**src/ifpch_unused_guard.sv**
```systemverilog
// spare unit for shared design helpers; holds no code
`default_nettype none
`default_nettype wire

```
**src/ifpch_pkg.sv**
```systemverilog
// constants for the ide function configuration header
`default_nettype none
package ifpch_pkg;

  // ==========================================================
  // configuration byte offsets
  localparam logic [7:0]  OFS_COMMAND  = 8'h04;
  localparam logic [7:0]  OFS_STATUS   = 8'h06;
  localparam logic [7:0]  OFS_REVISION = 8'h08;
  localparam logic [7:0]  OFS_CLASS    = 8'h09;
  localparam logic [7:0]  OFS_MLT      = 8'h0D;
  localparam logic [7:0]  OFS_HEADER   = 8'h0E;

  // ==========================================================
  // dword indexes seen on the configuration port
  localparam logic [5:0]  DW_CMD_STS   = OFS_COMMAND[7:2];
  localparam logic [5:0]  DW_REV_CLASS = OFS_REVISION[7:2];
  localparam logic [5:0]  DW_MLT_HDR   = OFS_MLT[7:2];

  // ==========================================================
  // command register fields
  localparam int          CMD_IO_BIT   = 0;
  localparam int          CMD_MEM_BIT  = 1;
  localparam int          CMD_BM_BIT   = 2;
  localparam logic [15:0] CMD_RESET    = 16'h0000;

  // ==========================================================
  // status register fields
  localparam int          STS_STA_BIT  = 11;
  localparam int          STS_RTA_BIT  = 12;
  localparam int          STS_MAS_BIT  = 13;
  localparam logic [15:0] STS_FIXED    = 16'h0280;
  localparam logic [15:0] STS_RESET    = 16'h0280;
  localparam int          NUM_FLAGS    = 3;

  // ==========================================================
  // identity, latency timer and header values
  localparam logic [23:0] CLASS_CODE   = 24'h01_0180;
  localparam logic [3:0]  MLT_RESET    = 4'h0;
  localparam int          MLT_LSB      = 4;
  localparam logic [7:0]  HEADER_TYPE  = 8'h00;

endpackage : ifpch_pkg
`default_nettype wire

```
**src/ifpch_burst_if.sv**
```systemverilog
// link between the header registers and the burst latency timer
`default_nettype none
interface ifpch_burst_if;
  logic [3:0] slice;
  logic       frame_active;
  logic       hold_ack_n;
  logic       expired;
  logic       terminate;

  modport ctl   (output slice, output frame_active, output hold_ack_n,
                 input expired, input terminate);
  modport timer (input slice, input frame_active, input hold_ack_n,
                 output expired, output terminate);
endinterface : ifpch_burst_if
`default_nettype wire

```
**src/ifpch_abort_flags.sv**
```systemverilog
// sticky abort flags, set by events and cleared by write of one
`default_nettype none
module ifpch_abort_flags
  import ifpch_pkg::*;
#(
  parameter int N = NUM_FLAGS
) (
  // clock and reset
  input  wire logic         sys_clk_i,
  input  wire logic         rst_i,
  // events and clears
  input  wire logic [N-1:0] set_i,
  input  wire logic [N-1:0] clr_i,
  // flag state
  output logic      [N-1:0] flags_o
);

  // ==========================================================
  // one sticky bit per event; a set in the clear cycle wins
  genvar g;
  generate
    for (g = 0; g < N; g++) begin : g_flag
      logic flag_reg;
      always_ff @(posedge sys_clk_i or posedge rst_i) begin
        if (rst_i) begin
          flag_reg <= 1'b0;
        end else if (set_i[g]) begin
          flag_reg <= 1'b1;
        end else if (clr_i[g]) begin
          flag_reg <= 1'b0;
        end
      end
      assign flags_o[g] = flag_reg;
    end
  endgenerate

endmodule : ifpch_abort_flags
`default_nettype wire

```
**src/ifpch_latency_timer.sv**
```systemverilog
// burst latency counter for the bus-master engine
`default_nettype none
module ifpch_latency_timer
  import ifpch_pkg::*;
#(
  parameter int CNT_W = 8
) (
  // clock and reset
  input  wire logic      sys_clk_i,
  input  wire logic      rst_i,
  // link to the header registers
  ifpch_burst_if.timer   bus
);

  logic [CNT_W-1:0] count_reg;
  logic [CNT_W-1:0] limit;

  // programmed slice, low four bits taken as zero
  assign limit = CNT_W'({bus.slice, 4'h0});

  // ==========================================================
  // counter cleared while frame is idle, otherwise counts clocks up to the limit and holds there
  always_ff @(posedge sys_clk_i or posedge rst_i) begin
    if (rst_i) begin
      count_reg <= '0;
    end else if (!bus.frame_active) begin
      count_reg <= '0;
    end else if (count_reg < limit) begin
      count_reg <= count_reg + CNT_W'(1);
    end
  end

  // expiry matters only during a frame; ended frames ignore it
  assign bus.expired   = bus.frame_active && (count_reg >= limit);
  // terminate once expired and hold acknowledge removed
  assign bus.terminate = bus.expired && bus.hold_ack_n;

endmodule : ifpch_latency_timer
`default_nettype wire

```
**src/ide_function_pci_config_header.sv**
```systemverilog
// configuration header of the ide function, reached by config cycles
`default_nettype none

module ide_function_pci_config_header
  import ifpch_pkg::*;
#(
  // stepping byte; default value is arbitrary
  parameter logic [7:0] REVISION_ID = 8'h00,
  parameter int         LAT_CNT_W   = 8
) (
  // clock and reset
  input  wire logic        sys_clk_i,
  input  wire logic        rst_i,
  // configuration cycle port, function 1 already selected
  input  wire logic        cfg_sel_i,
  input  wire logic        cfg_rd_i,
  input  wire logic        cfg_wr_i,
  input  wire logic [5:0]  cfg_dword_i,
  input  wire logic [3:0]  cfg_be_i,
  input  wire logic [31:0] cfg_wdata_i,
  output logic      [31:0] cfg_rdata_o,
  output logic             cfg_ack_o,
  // io decode hits from the address comparators
  input  wire logic        legacy_pri_hit_i,
  input  wire logic        legacy_sec_hit_i,
  input  wire logic        bm_regs_hit_i,
  output logic             legacy_pri_claim_o,
  output logic             legacy_sec_claim_o,
  output logic             bm_regs_claim_o,
  // bus-master engine
  output logic             bus_master_enable_o,
  input  wire logic        frame_driven_i,
  input  wire logic        hold_ack_n_i,
  output logic             burst_terminate_o,
  output logic             latency_expired_o,
  // abort events, one-cycle pulses
  input  wire logic        master_abort_i,
  input  wire logic        target_abort_rcvd_i,
  input  wire logic        target_abort_sig_i
);

  // ==========================================================
  // declarations
  logic                 io_space_enable_reg;
  logic                 bus_master_enable_reg;
  logic [3:0]           mlt_slice_reg;
  logic                 wr_take;
  logic                 rd_take;
  logic [NUM_FLAGS-1:0] flag_set;
  logic [NUM_FLAGS-1:0] flag_clr;
  logic [NUM_FLAGS-1:0] flags;
  logic [15:0]          command_val;
  logic [15:0]          status_val;
  logic [7:0]           mlt_val;
  logic [31:0]          rdata_next;
  logic [31:0]          cfg_rdata_reg;
  logic                 cfg_ack_reg;

  ifpch_burst_if burst ();

  // ==========================================================
  // helper: byte lane select for a dword write
  function automatic logic lane_wr(input logic       take,
                                   input logic [5:0] dw,
                                   input logic [5:0] target,
                                   input logic [3:0] be,
                                   input int         lane);
    lane_wr = take && (dw == target) && be[lane];
  endfunction : lane_wr

  // requests are taken in the cycle they are presented
  assign wr_take = cfg_sel_i && cfg_wr_i;
  assign rd_take = cfg_sel_i && cfg_rd_i && !cfg_wr_i;

  // ==========================================================
  // command register: only io and bus-master enables are stored
  always_ff @(posedge sys_clk_i or posedge rst_i) begin
    if (rst_i) begin
      io_space_enable_reg   <= CMD_RESET[CMD_IO_BIT];
      bus_master_enable_reg <= CMD_RESET[CMD_BM_BIT];
    end else if (lane_wr(wr_take, cfg_dword_i, DW_CMD_STS, cfg_be_i, 0)) begin
      io_space_enable_reg   <= cfg_wdata_i[CMD_IO_BIT];
      bus_master_enable_reg <= cfg_wdata_i[CMD_BM_BIT];
    end
  end

  // fixed bits read as constants, all others zero
  always_comb begin
    command_val              = 16'h0000;
    command_val[CMD_IO_BIT]  = io_space_enable_reg;
    command_val[CMD_MEM_BIT] = 1'b1;
    command_val[CMD_BM_BIT]  = bus_master_enable_reg;
  end

  // ==========================================================
  // status flags: events set, write of one in lane 3 clears
  assign flag_set = {master_abort_i,
                     target_abort_rcvd_i,
                     target_abort_sig_i};

  // write-one-to-clear; zeros leave the flags alone
  always_comb begin
    flag_clr = '0;
    if (lane_wr(wr_take, cfg_dword_i, DW_CMD_STS, cfg_be_i, 3)) begin
      flag_clr = {cfg_wdata_i[16+STS_MAS_BIT],
                  cfg_wdata_i[16+STS_RTA_BIT],
                  cfg_wdata_i[16+STS_STA_BIT]};
    end
  end

  ifpch_abort_flags #(
    .N         (NUM_FLAGS)
  ) u_flags (
    .sys_clk_i (sys_clk_i),
    .rst_i     (rst_i),
    .set_i     (flag_set),
    .clr_i     (flag_clr),
    .flags_o   (flags)
  );

  // fixed timing and fast back-to-back bits over the sticky flags
  always_comb begin
    status_val              = STS_FIXED;
    status_val[STS_MAS_BIT] = flags[2];
    status_val[STS_RTA_BIT] = flags[1];
    status_val[STS_STA_BIT] = flags[0];
  end

  // ==========================================================
  // latency timer setting: upper nibble stored, lower reads zero
  always_ff @(posedge sys_clk_i or posedge rst_i) begin
    if (rst_i) begin
      mlt_slice_reg <= MLT_RESET;
    end else if (lane_wr(wr_take, cfg_dword_i, DW_MLT_HDR, cfg_be_i, 1)) begin
      mlt_slice_reg <= cfg_wdata_i[8+MLT_LSB +: 4];
    end
  end

  assign mlt_val = {mlt_slice_reg, 4'h0};

  // ==========================================================
  // burst latency timer
  assign burst.slice        = mlt_slice_reg;
  // count only frames that the enabled master engine drives
  assign burst.frame_active = frame_driven_i && bus_master_enable_reg;
  assign burst.hold_ack_n   = hold_ack_n_i;

  ifpch_latency_timer #(
    .CNT_W     (LAT_CNT_W)
  ) u_latency (
    .sys_clk_i (sys_clk_i),
    .rst_i     (rst_i),
    .bus       (burst)
  );

  assign burst_terminate_o = burst.terminate;
  assign latency_expired_o = burst.expired;

  // ==========================================================
  // io decode gating and engine enable
  assign legacy_pri_claim_o  = io_space_enable_reg && legacy_pri_hit_i;
  assign legacy_sec_claim_o  = io_space_enable_reg && legacy_sec_hit_i;
  assign bm_regs_claim_o     = io_space_enable_reg && bm_regs_hit_i;
  assign bus_master_enable_o = bus_master_enable_reg;

  // ==========================================================
  // read multiplexer; unmapped dwords read zero
  always_comb begin
    rdata_next = 32'h0000_0000;
    case (cfg_dword_i)
      DW_CMD_STS: begin
        rdata_next = {status_val, command_val};
      end
      DW_REV_CLASS: begin
        rdata_next = {CLASS_CODE, REVISION_ID};
      end
      DW_MLT_HDR: begin
        rdata_next = {8'h00, HEADER_TYPE, mlt_val, 8'h00};
      end
      default: begin
        rdata_next = 32'h0000_0000;
      end
    endcase
  end

  // ==========================================================
  // read data and acknowledge one cycle after the request
  always_ff @(posedge sys_clk_i or posedge rst_i) begin
    if (rst_i) begin
      cfg_rdata_reg <= 32'h0000_0000;
    end else if (rd_take) begin
      cfg_rdata_reg <= rdata_next;
    end
  end

  always_ff @(posedge sys_clk_i or posedge rst_i) begin
    if (rst_i) begin
      cfg_ack_reg <= 1'b0;
    end else begin
      cfg_ack_reg <= rd_take || wr_take;
    end
  end

  assign cfg_rdata_o = cfg_rdata_reg;
  assign cfg_ack_o   = cfg_ack_reg;

endmodule : ide_function_pci_config_header
`default_nettype wire

```
**config.mk**
```make
export PLATFORM = sky130hd
export DESIGN_NAME = ide_function_pci_config_header
export DESIGN_NICKNAME = d
export VERILOG_FILES = /design/src/ifpch_unused_guard.sv /design/src/ifpch_pkg.sv /design/src/ifpch_burst_if.sv /design/src/ifpch_abort_flags.sv /design/src/ifpch_latency_timer.sv /design/src/ide_function_pci_config_header.sv
export SDC_FILE = /design/constraint.sdc
export NUM_CORES = 1
export LEC_CHECK = 0
export BUFFER_PORTS_ARGS = -buffer_cell sky130_fd_sc_hd__buf_2
export CAP_MARGIN = 40
export CORE_MARGIN = 3
export CORE_UTILIZATION = 40
export DETAILED_ROUTE_END_ITERATION = 12
export HOLD_SLACK_MARGIN = 0.1
export PLACE_DENSITY = 0.73
export RECOVER_POWER = 100
export SLEW_MARGIN = 20
export SYNTH_ARGS = -nofsm -noshare
export SYNTH_HDL_FRONTEND = slang
export SYNTH_SLANG_ARGS = --single-unit
```
**constraint.sdc**
```tcl
create_clock -name sys_clk_i -period 4.3 [get_ports sys_clk_i]
set_input_delay 0.43 -clock sys_clk_i [delete_from_list [all_inputs] [get_ports sys_clk_i]]
set_output_delay 0.43 -clock sys_clk_i [all_outputs]
set_load 0.01 [all_outputs]
```
==> flow_metrics.env, run 1 <==
export IMPL_finalPower_w=0.000559
export IMPL_setup_viol=0
export IMPL_postCtsSetupBuffers=0
export IMPL_die_h_um=71.0
export IMPL_fmax_mhz=376
export IMPL_rows=23
export IMPL_fin_hold_ws_ns=0.325
export IMPL_cts_root_buf="clkbuf_8"
export IMPL_synth_compound_area_share_pct=13.0
export IMPL_ys_flop_type="dfrtp_1"
export IMPL_status="completed"
export IMPL_diodes=0
export IMPL_hold_buffers=0
export IMPL_cap_violations=0
export IMPL_synth_xor_area_share_pct=0
export IMPL_dpl_cell_area_um2=1880
export IMPL_endpoint_kind="output pin"
export IMPL_setup_worst_path_start_class="flip-flop"
export IMPL_synth_edff_count=0
export IMPL_hpwl_um=2670
export IMPL_grt_util_all_layers_pct=15.0
export IMPL_ioPinCount=94
export IMPL_synthToLayoutAreaGrowth_pct=12.2
export IMPL_drt_iter0_markers=48
export IMPL_die_x_um=71.0
export IMPL_syn_area_um2=1690
export IMPL_tightest_slew_ns=1.09
export IMPL_coreArea_um2=4030
export IMPL_powerDensity_nw_per_um2=295
export IMPL_crit_fanout=5
export IMPL_yosysWarnings=0
export IMPL_place_congestion=0.837
export IMPL_cts_tree="yes"
export IMPL_h_tree_depth=2
export IMPL_synth_cells=171
export IMPL_nets=282
export IMPL_hold_path_class="in2reg"
export IMPL_drv_slew=0
export IMPL_period_share_pct=61.8
export IMPL_synthSimpleGateAreaFrac_pct=20.8
export IMPL_async_flop_share_pct=100
export IMPL_drive_gt1_share_pct=20.3
export IMPL_port_buffer_count=51
export IMPL_synth_distinct_cells=39
export IMPL_hold_violations=0
export IMPL_largest_reg_flops=11
export IMPL_period_needed_ns=2.66
export IMPL_power_leakage_nw=0.877
export IMPL_worstPathArrival_ns=2.23
export IMPL_clk_pin_slew_ns=0.06
export IMPL_dieArea_um2=5040
export IMPL_grt_pass1_wl_um=5900
export IMPL_grt_antenna_before_repair=0
export IMPL_clockBufferDepth=2
export IMPL_viasPerCell=4.86
export IMPL_grt_pass1_vias=1347
export IMPL_fin_tns_setup_ns=0
export IMPL_synth_ff_latch_count=29
export IMPL_ant_nets=0
export IMPL_grt_setup_unrepaired="no"
export IMPL_synth_top_family_by_area="simple AND/OR/NAND/NOR gates"
export IMPL_cts_sinks=29
export IMPL_synth_fa_ha_area_share_pct=4.44
export IMPL_final_area_um2=1900
export IMPL_routed_via_count=1322
export IMPL_clk_insertion_delay_late_ns=0.28
export IMPL_slew_headroom_pct=27.1
export IMPL_fin_worst_skew_ns=0.00273
export IMPL_ctsResizeCount=0
export IMPL_gr_total_overflow=0
export IMPL_ys_seq_area_share_pct=42.9
export IMPL_cp_data_required_time_ns=3.87
export IMPL_grt_max_degree=30
export IMPL_routed_wl_um=3460
export IMPL_synthesis_area_per_instance_um2=9.89
export IMPL_dr_pass1_iters=4
export IMPL_remaining_drc_errors=0
export IMPL_critPathKind="reg2out"
export IMPL_avgRoutedWirePerCell_um=12.7
export IMPL_synth_mux_area_share_pct=5.48
export IMPL_start_util_pct=42.0
export IMPL_ir_drop_mv=0.200
export IMPL_numCtsBuffers=5
-- worst paths after layout --
| kind | startpoint | to | slack (ns) | depth (start not counted) |
|---|---|---|---|---|
| hold reg to reg | u_flags.g_flag[1].flag_reg | u_flags.g_flag[1].flag_reg | 0.48 | 1 |
| setup / recovery | burst.slice[3] | burst_terminate_o | 1.64 | 6 |
| min in group asynchronous | rst_i | u_latency.count_reg[0] | 0.41 | 2 |
| max in group asynchronous | rst_i | u_latency.count_reg[5] | 3.22 | 2 |
| setup reg to reg | burst.slice[1] | u_latency.count_reg[3] | 2.31 | 6 |
| hold / removal | target_abort_sig_i | u_flags.g_flag[0].flag_reg | 0.32 | 2 |
-- through the flow --
stage | utilization, % | cells | setup slack, ns
6_report | 47.1 | 272 | 1.64
3_3_place_gp | 46.8 | 264 | 1.95
4_1_cts | 48.8 | 272 | 1.63
3_5_place_dp | 46.8 | 264 | 1.95
2_1_floorplan | - | 188 | 2.05
5_1_grt | 47.1 | 272 | 1.52
-- power by group --
part           internal [W]  leakage (nW)  switching (W)
clock network      0.000112        0.0450       0.000105
logic             0.0000222         0.445      0.0000394
registers          0.000277         0.386     0.00000317
total              0.000411         0.877       0.000148
-- layer usage --
layer | global-route usage, % | vias to the layer above | wire [µm]
li1 | - | 659 | -
met1 | 18.2 | 603 | 1590
met2 | 23.4 | 53 | 1530
met3 | 4.40 | 7 | 256
met4 | 9.39 | 0 | 84
met5 | 0 | - | 0
-- layout make-up --
type / instances / area, µm²
multi-input cells: 125 / 761
clock buffers: 6 / 72.6
inverters: 9 / 33.8
repair buffers: 51 / 231
well taps: 50 / 62.6
fillers: 406 / 2130
clock inverters: 2 / 10.0
flip-flops and latches: 29 / 726
-- cells by family after synthesis --
| group | after synthesis |
|---|---|
| and+or+nand+nor | 60 |
| AOI/OAI and AO/OA | 34 |
| buffers and inverters | 34 |
| DFF | 29 |
| muxes | 7 |
| adders and majority gates | 6 |
| other | 1 |
-- worst max-delay path: stages (launching register included) --
cell	delay [ns]
dfrtp_1	0.37
inv_1	0.06
ha_1	0.35
nand4_1	0.10
or4b_2	0.64
a211oi_1	0.25
clkbuf_1	0.18
-- synthesized netlist by cell type, types with 2 or more instances --
library cell	count	area share, %
nand2b_1	2	0.74
mux2_2	2	1.3
and2_1	5	1.9
buf_6	2	1.3
nand4_1	6	2.2
clkbuf_1	2	0.44
nand3_1	4	1.2
buf_4	21	9.3
nor2_1	3	0.67
inv_1	9	2.0
o21ai_0	10	3.0
nand3b_1	2	0.89
o31ai_1	7	3.1
or4_1	3	1.3
nand2_1	24	5.3
a21o_1	3	1.3
ha_1	6	4.4
a21oi_1	8	2.4
dfrtp_1	29	43
mux2_4	4	3.6
-- cell usage in the layout, fill, tap and decap left out, drive strengths merged, types with 2 or more instances in the layout --
| cell | instances |
|---|---|
| o31ai | 7 |
| o21ai | 10 |
| nand3 | 5 |
| or4 | 3 |
| mux2 | 6 |
| ha | 6 |
| a21oi | 8 |
| conb | 18 |
| nand2 | 24 |
| nor2 | 3 |
| nand2b | 2 |
| nand4 | 6 |
| inv | 9 |
| and2 | 5 |
| buf | 32 |
| nor4 | 2 |
| nand3b | 2 |
| a21o | 3 |
| clkbuf | 25 |
| clkinv | 2 |
| dfrtp | 29 |
Note: power is estimated with default switching activity, not from simulation.
==> run 2: changes to the inputs <==
PLACE_DENSITY = 0.76   (was 0.73)
clock period = 2.2 ns   (was 4.3 ns; I/O delays follow)
==> flow_metrics.env, run 2 (synthesis results as in run 1) <==
export IMPL_status="completed"
export IMPL_dr_pass1_iters=4
export IMPL_rows=23
export IMPL_clk_pin_slew_ns=0.06
export IMPL_place_congestion=0.918
export IMPL_avgRoutedWirePerCell_um=12.9
export IMPL_routed_wl_um=3640
export IMPL_diodes=0
export IMPL_critPathKind="reg2out"
export IMPL_tightest_slew_ns=0.715
export IMPL_hpwl_um=2750
export IMPL_internal_power_w=0.000969
export IMPL_clk_insertion_delay_late_ns=0.27
export IMPL_hold_violations=0
export IMPL_cp_data_required_time_ns=1.98
export IMPL_ant_nets=0
export IMPL_drt_iter0_markers=53
export IMPL_remaining_drc_errors=0
export IMPL_die_x_um=71.0
export IMPL_grt_antenna_before_repair=0
export IMPL_start_util_pct=42.0
export IMPL_port_buffer_count=51
export IMPL_pwr_share_seq_pct=43.6
export IMPL_dieArea_um2=5040
export IMPL_drv_slew=0
export IMPL_h_tree_depth=2
export IMPL_routed_via_count=1402
export IMPL_period_needed_ns=2.18
export IMPL_post_place_cells=268
export IMPL_mostFrequentLayoutCell="buf_2"
export IMPL_grt_util_all_layers_pct=14.4
export IMPL_grt_max_degree=30
export IMPL_ioPinCount=94
export IMPL_coreArea_um2=4030
export IMPL_netSwitchingFraction_pct=23.0
export IMPL_setup_viol=0
export IMPL_ir_drop_mv=0.442
export IMPL_slew_headroom_pct=52.3
export IMPL_hold_path_class="in2reg"
export IMPL_setup_worst_path_start_class="flip-flop"
export IMPL_fin_worst_skew_ns=0.00507
export IMPL_cts_root_buf="clkbuf_8"
export IMPL_p_sw_w=0.000289
export IMPL_largest_reg_flops=11
export IMPL_grt_pass1_vias=1291
export IMPL_combPwrFrac_pct=11.4
export IMPL_worstPathArrival_ns=1.96
export IMPL_mostFrequentLayoutCells="33 x buf_2, 29 x dfrtp_1, 24 x nand2_1"
export IMPL_grt_pass1_wl_um=5790
export IMPL_pwr_share_clk_pct=45.1
export IMPL_nets=292
export IMPL_endpoint_kind="output pin"
export IMPL_cts_sinks=29
export IMPL_finalPower_w=0.00126
export IMPL_numCtsBuffers=5
export IMPL_grt_setup_unrepaired="yes"
export IMPL_synthToLayoutAreaGrowth_pct=22.6
export IMPL_stdcell_count=282
export IMPL_fin_hold_ws_ns=0.124
export IMPL_clockBufferDepth=2
export IMPL_period_share_pct=99.1
export IMPL_cts_tree="yes"
export IMPL_power_leakage_nw=0.961
export IMPL_cap_violations=0
export IMPL_gr_total_overflow=0
export IMPL_fmax_mhz=459
export IMPL_crit_fanout=2
export IMPL_powerDensity_nw_per_um2=607
export IMPL_drive_gt1_share_pct=28.0
export IMPL_die_h_um=71.0
export IMPL_viasPerCell=4.97
[run 2: final timing paths]
kind	start	end	slack, ns	cells past startpoint
max in group asynchronous	rst_i	burst.slice[3]	1.06	4
worst max-delay path	u_latency.count_reg[5]	burst_terminate_o	0.02	5
min in group asynchronous	rst_i	cfg_ack_o	0.68	4
worst min register to register	cfg_rdata_o[15]	cfg_rdata_o[15]	0.48	2
worst min-delay path	master_abort_i	u_flags.g_flag[2].flag_reg	0.12	2
worst max register to register	u_latency.count_reg[5]	u_latency.count_reg[7]	0.39	5
[run 2: metrics by stage]
| step | instance area (µm²) | util (%) | worst slack, ns | setup TNS [ns] |
|---|---|---|---|---|
| after floorplan | 1750 | - | 0.164 | 0 |
| after detailed placement | 1910 | 47.5 | 0.102 | 0 |
| after global routing | 2070 | 51.4 | -0.0432 | -0.0825 |
| final | 2070 | 51.4 | 0.0199 | 0 |
| after global placement | 1910 | 47.5 | 0.120 | 0 |
| after CTS | 2070 | 51.5 | 0.0127 | 0 |
[run 2: worst max-delay path: stages (launching register included)]
cell	delay, ns
dfrtp_1	0.42
ha_4	0.29
nand4_1	0.09
or4b_4	0.56
a211oi_2	0.18
buf_2	0.15
[run 2: area by class of cell]
type,instances,area (µm²)
Tap cell,50,62.6
Multi-Input combinational cell,125,822
Sequential cell,29,726
Inverter,9,33.8
Clock buffer,6,82.6
Clock inverter,2,37.5
Timing Repair Buffer,61,308
Fill cell,387,1960
[run 2: power by group through the flow]
stage / sequential [W] / combinational (W) / clock, W
6_report: 0.000548 / 0.000143 / 0.000567
5_1_grt: 0.000549 / 0.000159 / 0.000601
4_1_cts: 0.000548 / 0.000146 / 0.000580
3_5_place_dp: 0.000558 / 0.000138 / 0
3_3_place_gp: 0.000558 / 0.000134 / 0
2_1_floorplan: 0.000559 / 0.000111 / 0
[run 2: repair_timing]
item | CTS | global route
pin swaps | 0 | 5
buffers inserted | 1 | 4
hold endpoints to repair | 29 | 0
setup endpoints to repair | 2 | 2
gates resized for setup | 3 | 4
hold buffers | 1 | 0
gates cloned | 0 | 0
[run 2: metal layers]
layer | routed length (µm) | track usage, % | share of wire, % | vias up
met5 | 0 | 0 | 0 | -
met1 | 1650 | 18.5 | 45 | 664
met3 | 197 | 2.41 | 5.4 | 4
met2 | 1740 | 24.2 | 48 | 46
li1 | - | - | - | 688
met4 | 56 | 5.64 | 1.5 | 0
==> run 3: changes to the inputs <==
ABC_AREA = 1   (was unset)
==> flow_metrics.env, run 3 <==
export IMPL_status="completed"
export IMPL_ys_seq_area_share_pct=42.4
export IMPL_clockBufferDepth=2
export IMPL_mostFrequentLayoutCells="80 x nand2_1, 31 x inv_1, 30 x buf_2"
export IMPL_cap_violations=0
export IMPL_period_share_pct=90.2
export IMPL_hold_violations=0
export IMPL_port_buffer_count=51
export IMPL_mostFrequentLayoutCell="nand2_1"
export IMPL_h_tree_depth=2
export IMPL_grt_pass1_vias=1323
export IMPL_cts_sinks=29
export IMPL_ctsResizeCount=0
export IMPL_hpwl_um=2670
export IMPL_worstPathArrival_ns=1.76
export IMPL_synth_xor_area_share_pct=1.02
export IMPL_routed_via_count=1495
export IMPL_grt_util_all_layers_pct=13.9
export IMPL_postCtsSetupBuffers=0
export IMPL_grt_setup_unrepaired="no"
export IMPL_numCtsBuffers=5
export IMPL_yosysMostFrequentCell="nand2_1"
export IMPL_start_util_pct=42.2
export IMPL_fin_tns_setup_ns=0
export IMPL_dr_pass1_iters=4
export IMPL_fin_hold_ws_ns=0.111
export IMPL_routed_wl_um=3440
export IMPL_die_h_um=71.4
export IMPL_rows=23
export IMPL_synth_area_leader_cell="dfrtp_1"
export IMPL_diodes=0
export IMPL_synthTopCellsByCount="79 x nand2_1, 31 x inv_1, 29 x dfrtp_1"
export IMPL_ant_nets=0
export IMPL_grt_max_degree=30
export IMPL_syn_area_um2=1710
export IMPL_largest_reg_flops=11
export IMPL_coreArea_um2=4060
export IMPL_clk_pin_slew_ns=0.06
export IMPL_cp_data_required_time_ns=1.98
export IMPL_power_leakage_nw=1.17
export IMPL_finalPower_w=0.00132
export IMPL_synth_ff_latch_count=29
export IMPL_fin_worst_skew_ns=0.00400
export IMPL_hold_path_class="in2reg"
export IMPL_pre_cts_ws_ns=0.528
export IMPL_fmax_mhz=504
export IMPL_endpoint_kind="output pin"
export IMPL_grt_antenna_before_repair=0
export IMPL_hold_buffers=1
export IMPL_ioPinCount=94
export IMPL_synthesis_area_per_instance_um2=7.51
export IMPL_synthToLayoutAreaGrowth_pct=18.3
export IMPL_synth_top_cell_area_share_pct=42.4
export IMPL_drive_gt1_share_pct=15.2
export IMPL_synthSimpleGateAreaFrac_pct=33.2
export IMPL_drt_iter0_markers=84
export IMPL_setup_worst_path_start_class="flip-flop"
export IMPL_gr_total_overflow=0
export IMPL_synth_fa_ha_area_share_pct=4.38
export IMPL_fillers=409
export IMPL_synth_cells=228
export IMPL_yosysWarnings=0
export IMPL_die_x_um=71.4
export IMPL_ir_drop_mv=0.317
export IMPL_async_flop_share_pct=100
export IMPL_synth_top_family_by_area="simple AND/OR/NAND/NOR gates"
export IMPL_setup_viol=0
export IMPL_period_needed_ns=1.98
export IMPL_viasPerCell=4.49
export IMPL_drv_slew=0
export IMPL_powerDensity_nw_per_um2=651
export IMPL_layout_setup_ws_ns=0.216
export IMPL_synth_compound_area_share_pct=1.90
export IMPL_critPathKind="reg2out"
export IMPL_tightest_slew_ns=0.903
export IMPL_synth_mux_area_share_pct=0
export IMPL_dieArea_um2=5100
export IMPL_synth_edff_count=0
export IMPL_slew_headroom_pct=39.3
export IMPL_cts_tree="yes"
export IMPL_avgRoutedWirePerCell_um=10.3
export IMPL_nets=343
export IMPL_crit_fanout=7
export IMPL_clk_insertion_delay_late_ns=0.28
export IMPL_synth_area_top_cells="dfrtp_1 42%, nand2_1 17%, buf_4 9.2%"
export IMPL_grt_pass1_wl_um=5580
export IMPL_remaining_drc_errors=0
export IMPL_ys_flop_type="dfrtp_1"
export IMPL_cts_root_buf="clkbuf_8"
export IMPL_synth_distinct_cells=22
export IMPL_place_congestion=0.852
run 3: critical path, cell delays in order (launching register included):
cell      delay [ns]
dfrtp_1         0.44
ha_1            0.33
nand2_1         0.05
nand2_1         0.07
nand2_1         0.08
nand2_1         0.08
nand2_2         0.10
a21boi_0        0.17
clkbuf_2        0.15
run 3: kinds of logic after synthesis:
kind of cell             count (synthesis)
flip-flops                              29
other                                    1
AND/OR/NAND/NOR                        129
buffers and inverters                   55
AO/OA/AOI/OAI                            6
XOR/XNOR                                 2
adder cells (fa/ha/maj)                  6
run 3: layout make-up:
cell class	count	area, µm²	area share [%]
tap	50	62.6	3.09
multi-input combinational	161	736	36.3
timing repair buffer	54	253	12.5
clock buffer	5	68.8	3.40
clock inverter	3	65.1	3.21
sequential	29	726	35.8
inverter	31	116	5.74
run 3: metrics by stage:
stage                     std cells  util [%]  area, µm²
final                           333      50.0       2030
after global routing            333      50.0       2030
after CTS                       333      51.3       2080
after detailed placement        324      47.7       1940
after global placement          324      47.7       1940
after floorplan                 245         -       1780
run 3: metal layers:
metal,global-route usage (%),part of all wire (%),vias up
li1,-,-,770
met2,21.9,47,53
met1,17.0,44,668
met5,0,0,-
met3,5.05,7.8,4
met4,6.26,1.7,0
run 3: worst paths after layout:
kind	depth (start not counted)	slack, ns	end	startpoint
setup / recovery	8	0.22	burst_terminate_o	u_latency.count_reg[5]
hold / removal	3	0.11	u_flags.g_flag[1].flag_reg	target_abort_rcvd_i
setup reg to reg	6	0.65	u_latency.count_reg[7]	u_latency.count_reg[5]
hold reg to reg	2	0.47	u_flags.g_flag[2].flag_reg	u_flags.g_flag[2].flag_reg
max in group asynchronous	4	1.08	cfg_rdata_o[24]	rst_i
min in group asynchronous	4	0.67	io_space_enable_reg	rst_i
run 3: report_power, final:
group          internal (W)  switching (W)  total, W  leakage (nW)
Combinational     0.0000395      0.0000755  0.000115         0.713
Sequential         0.000542     0.00000675  0.000549         0.386
Clock              0.000449       0.000206  0.000656        0.0681
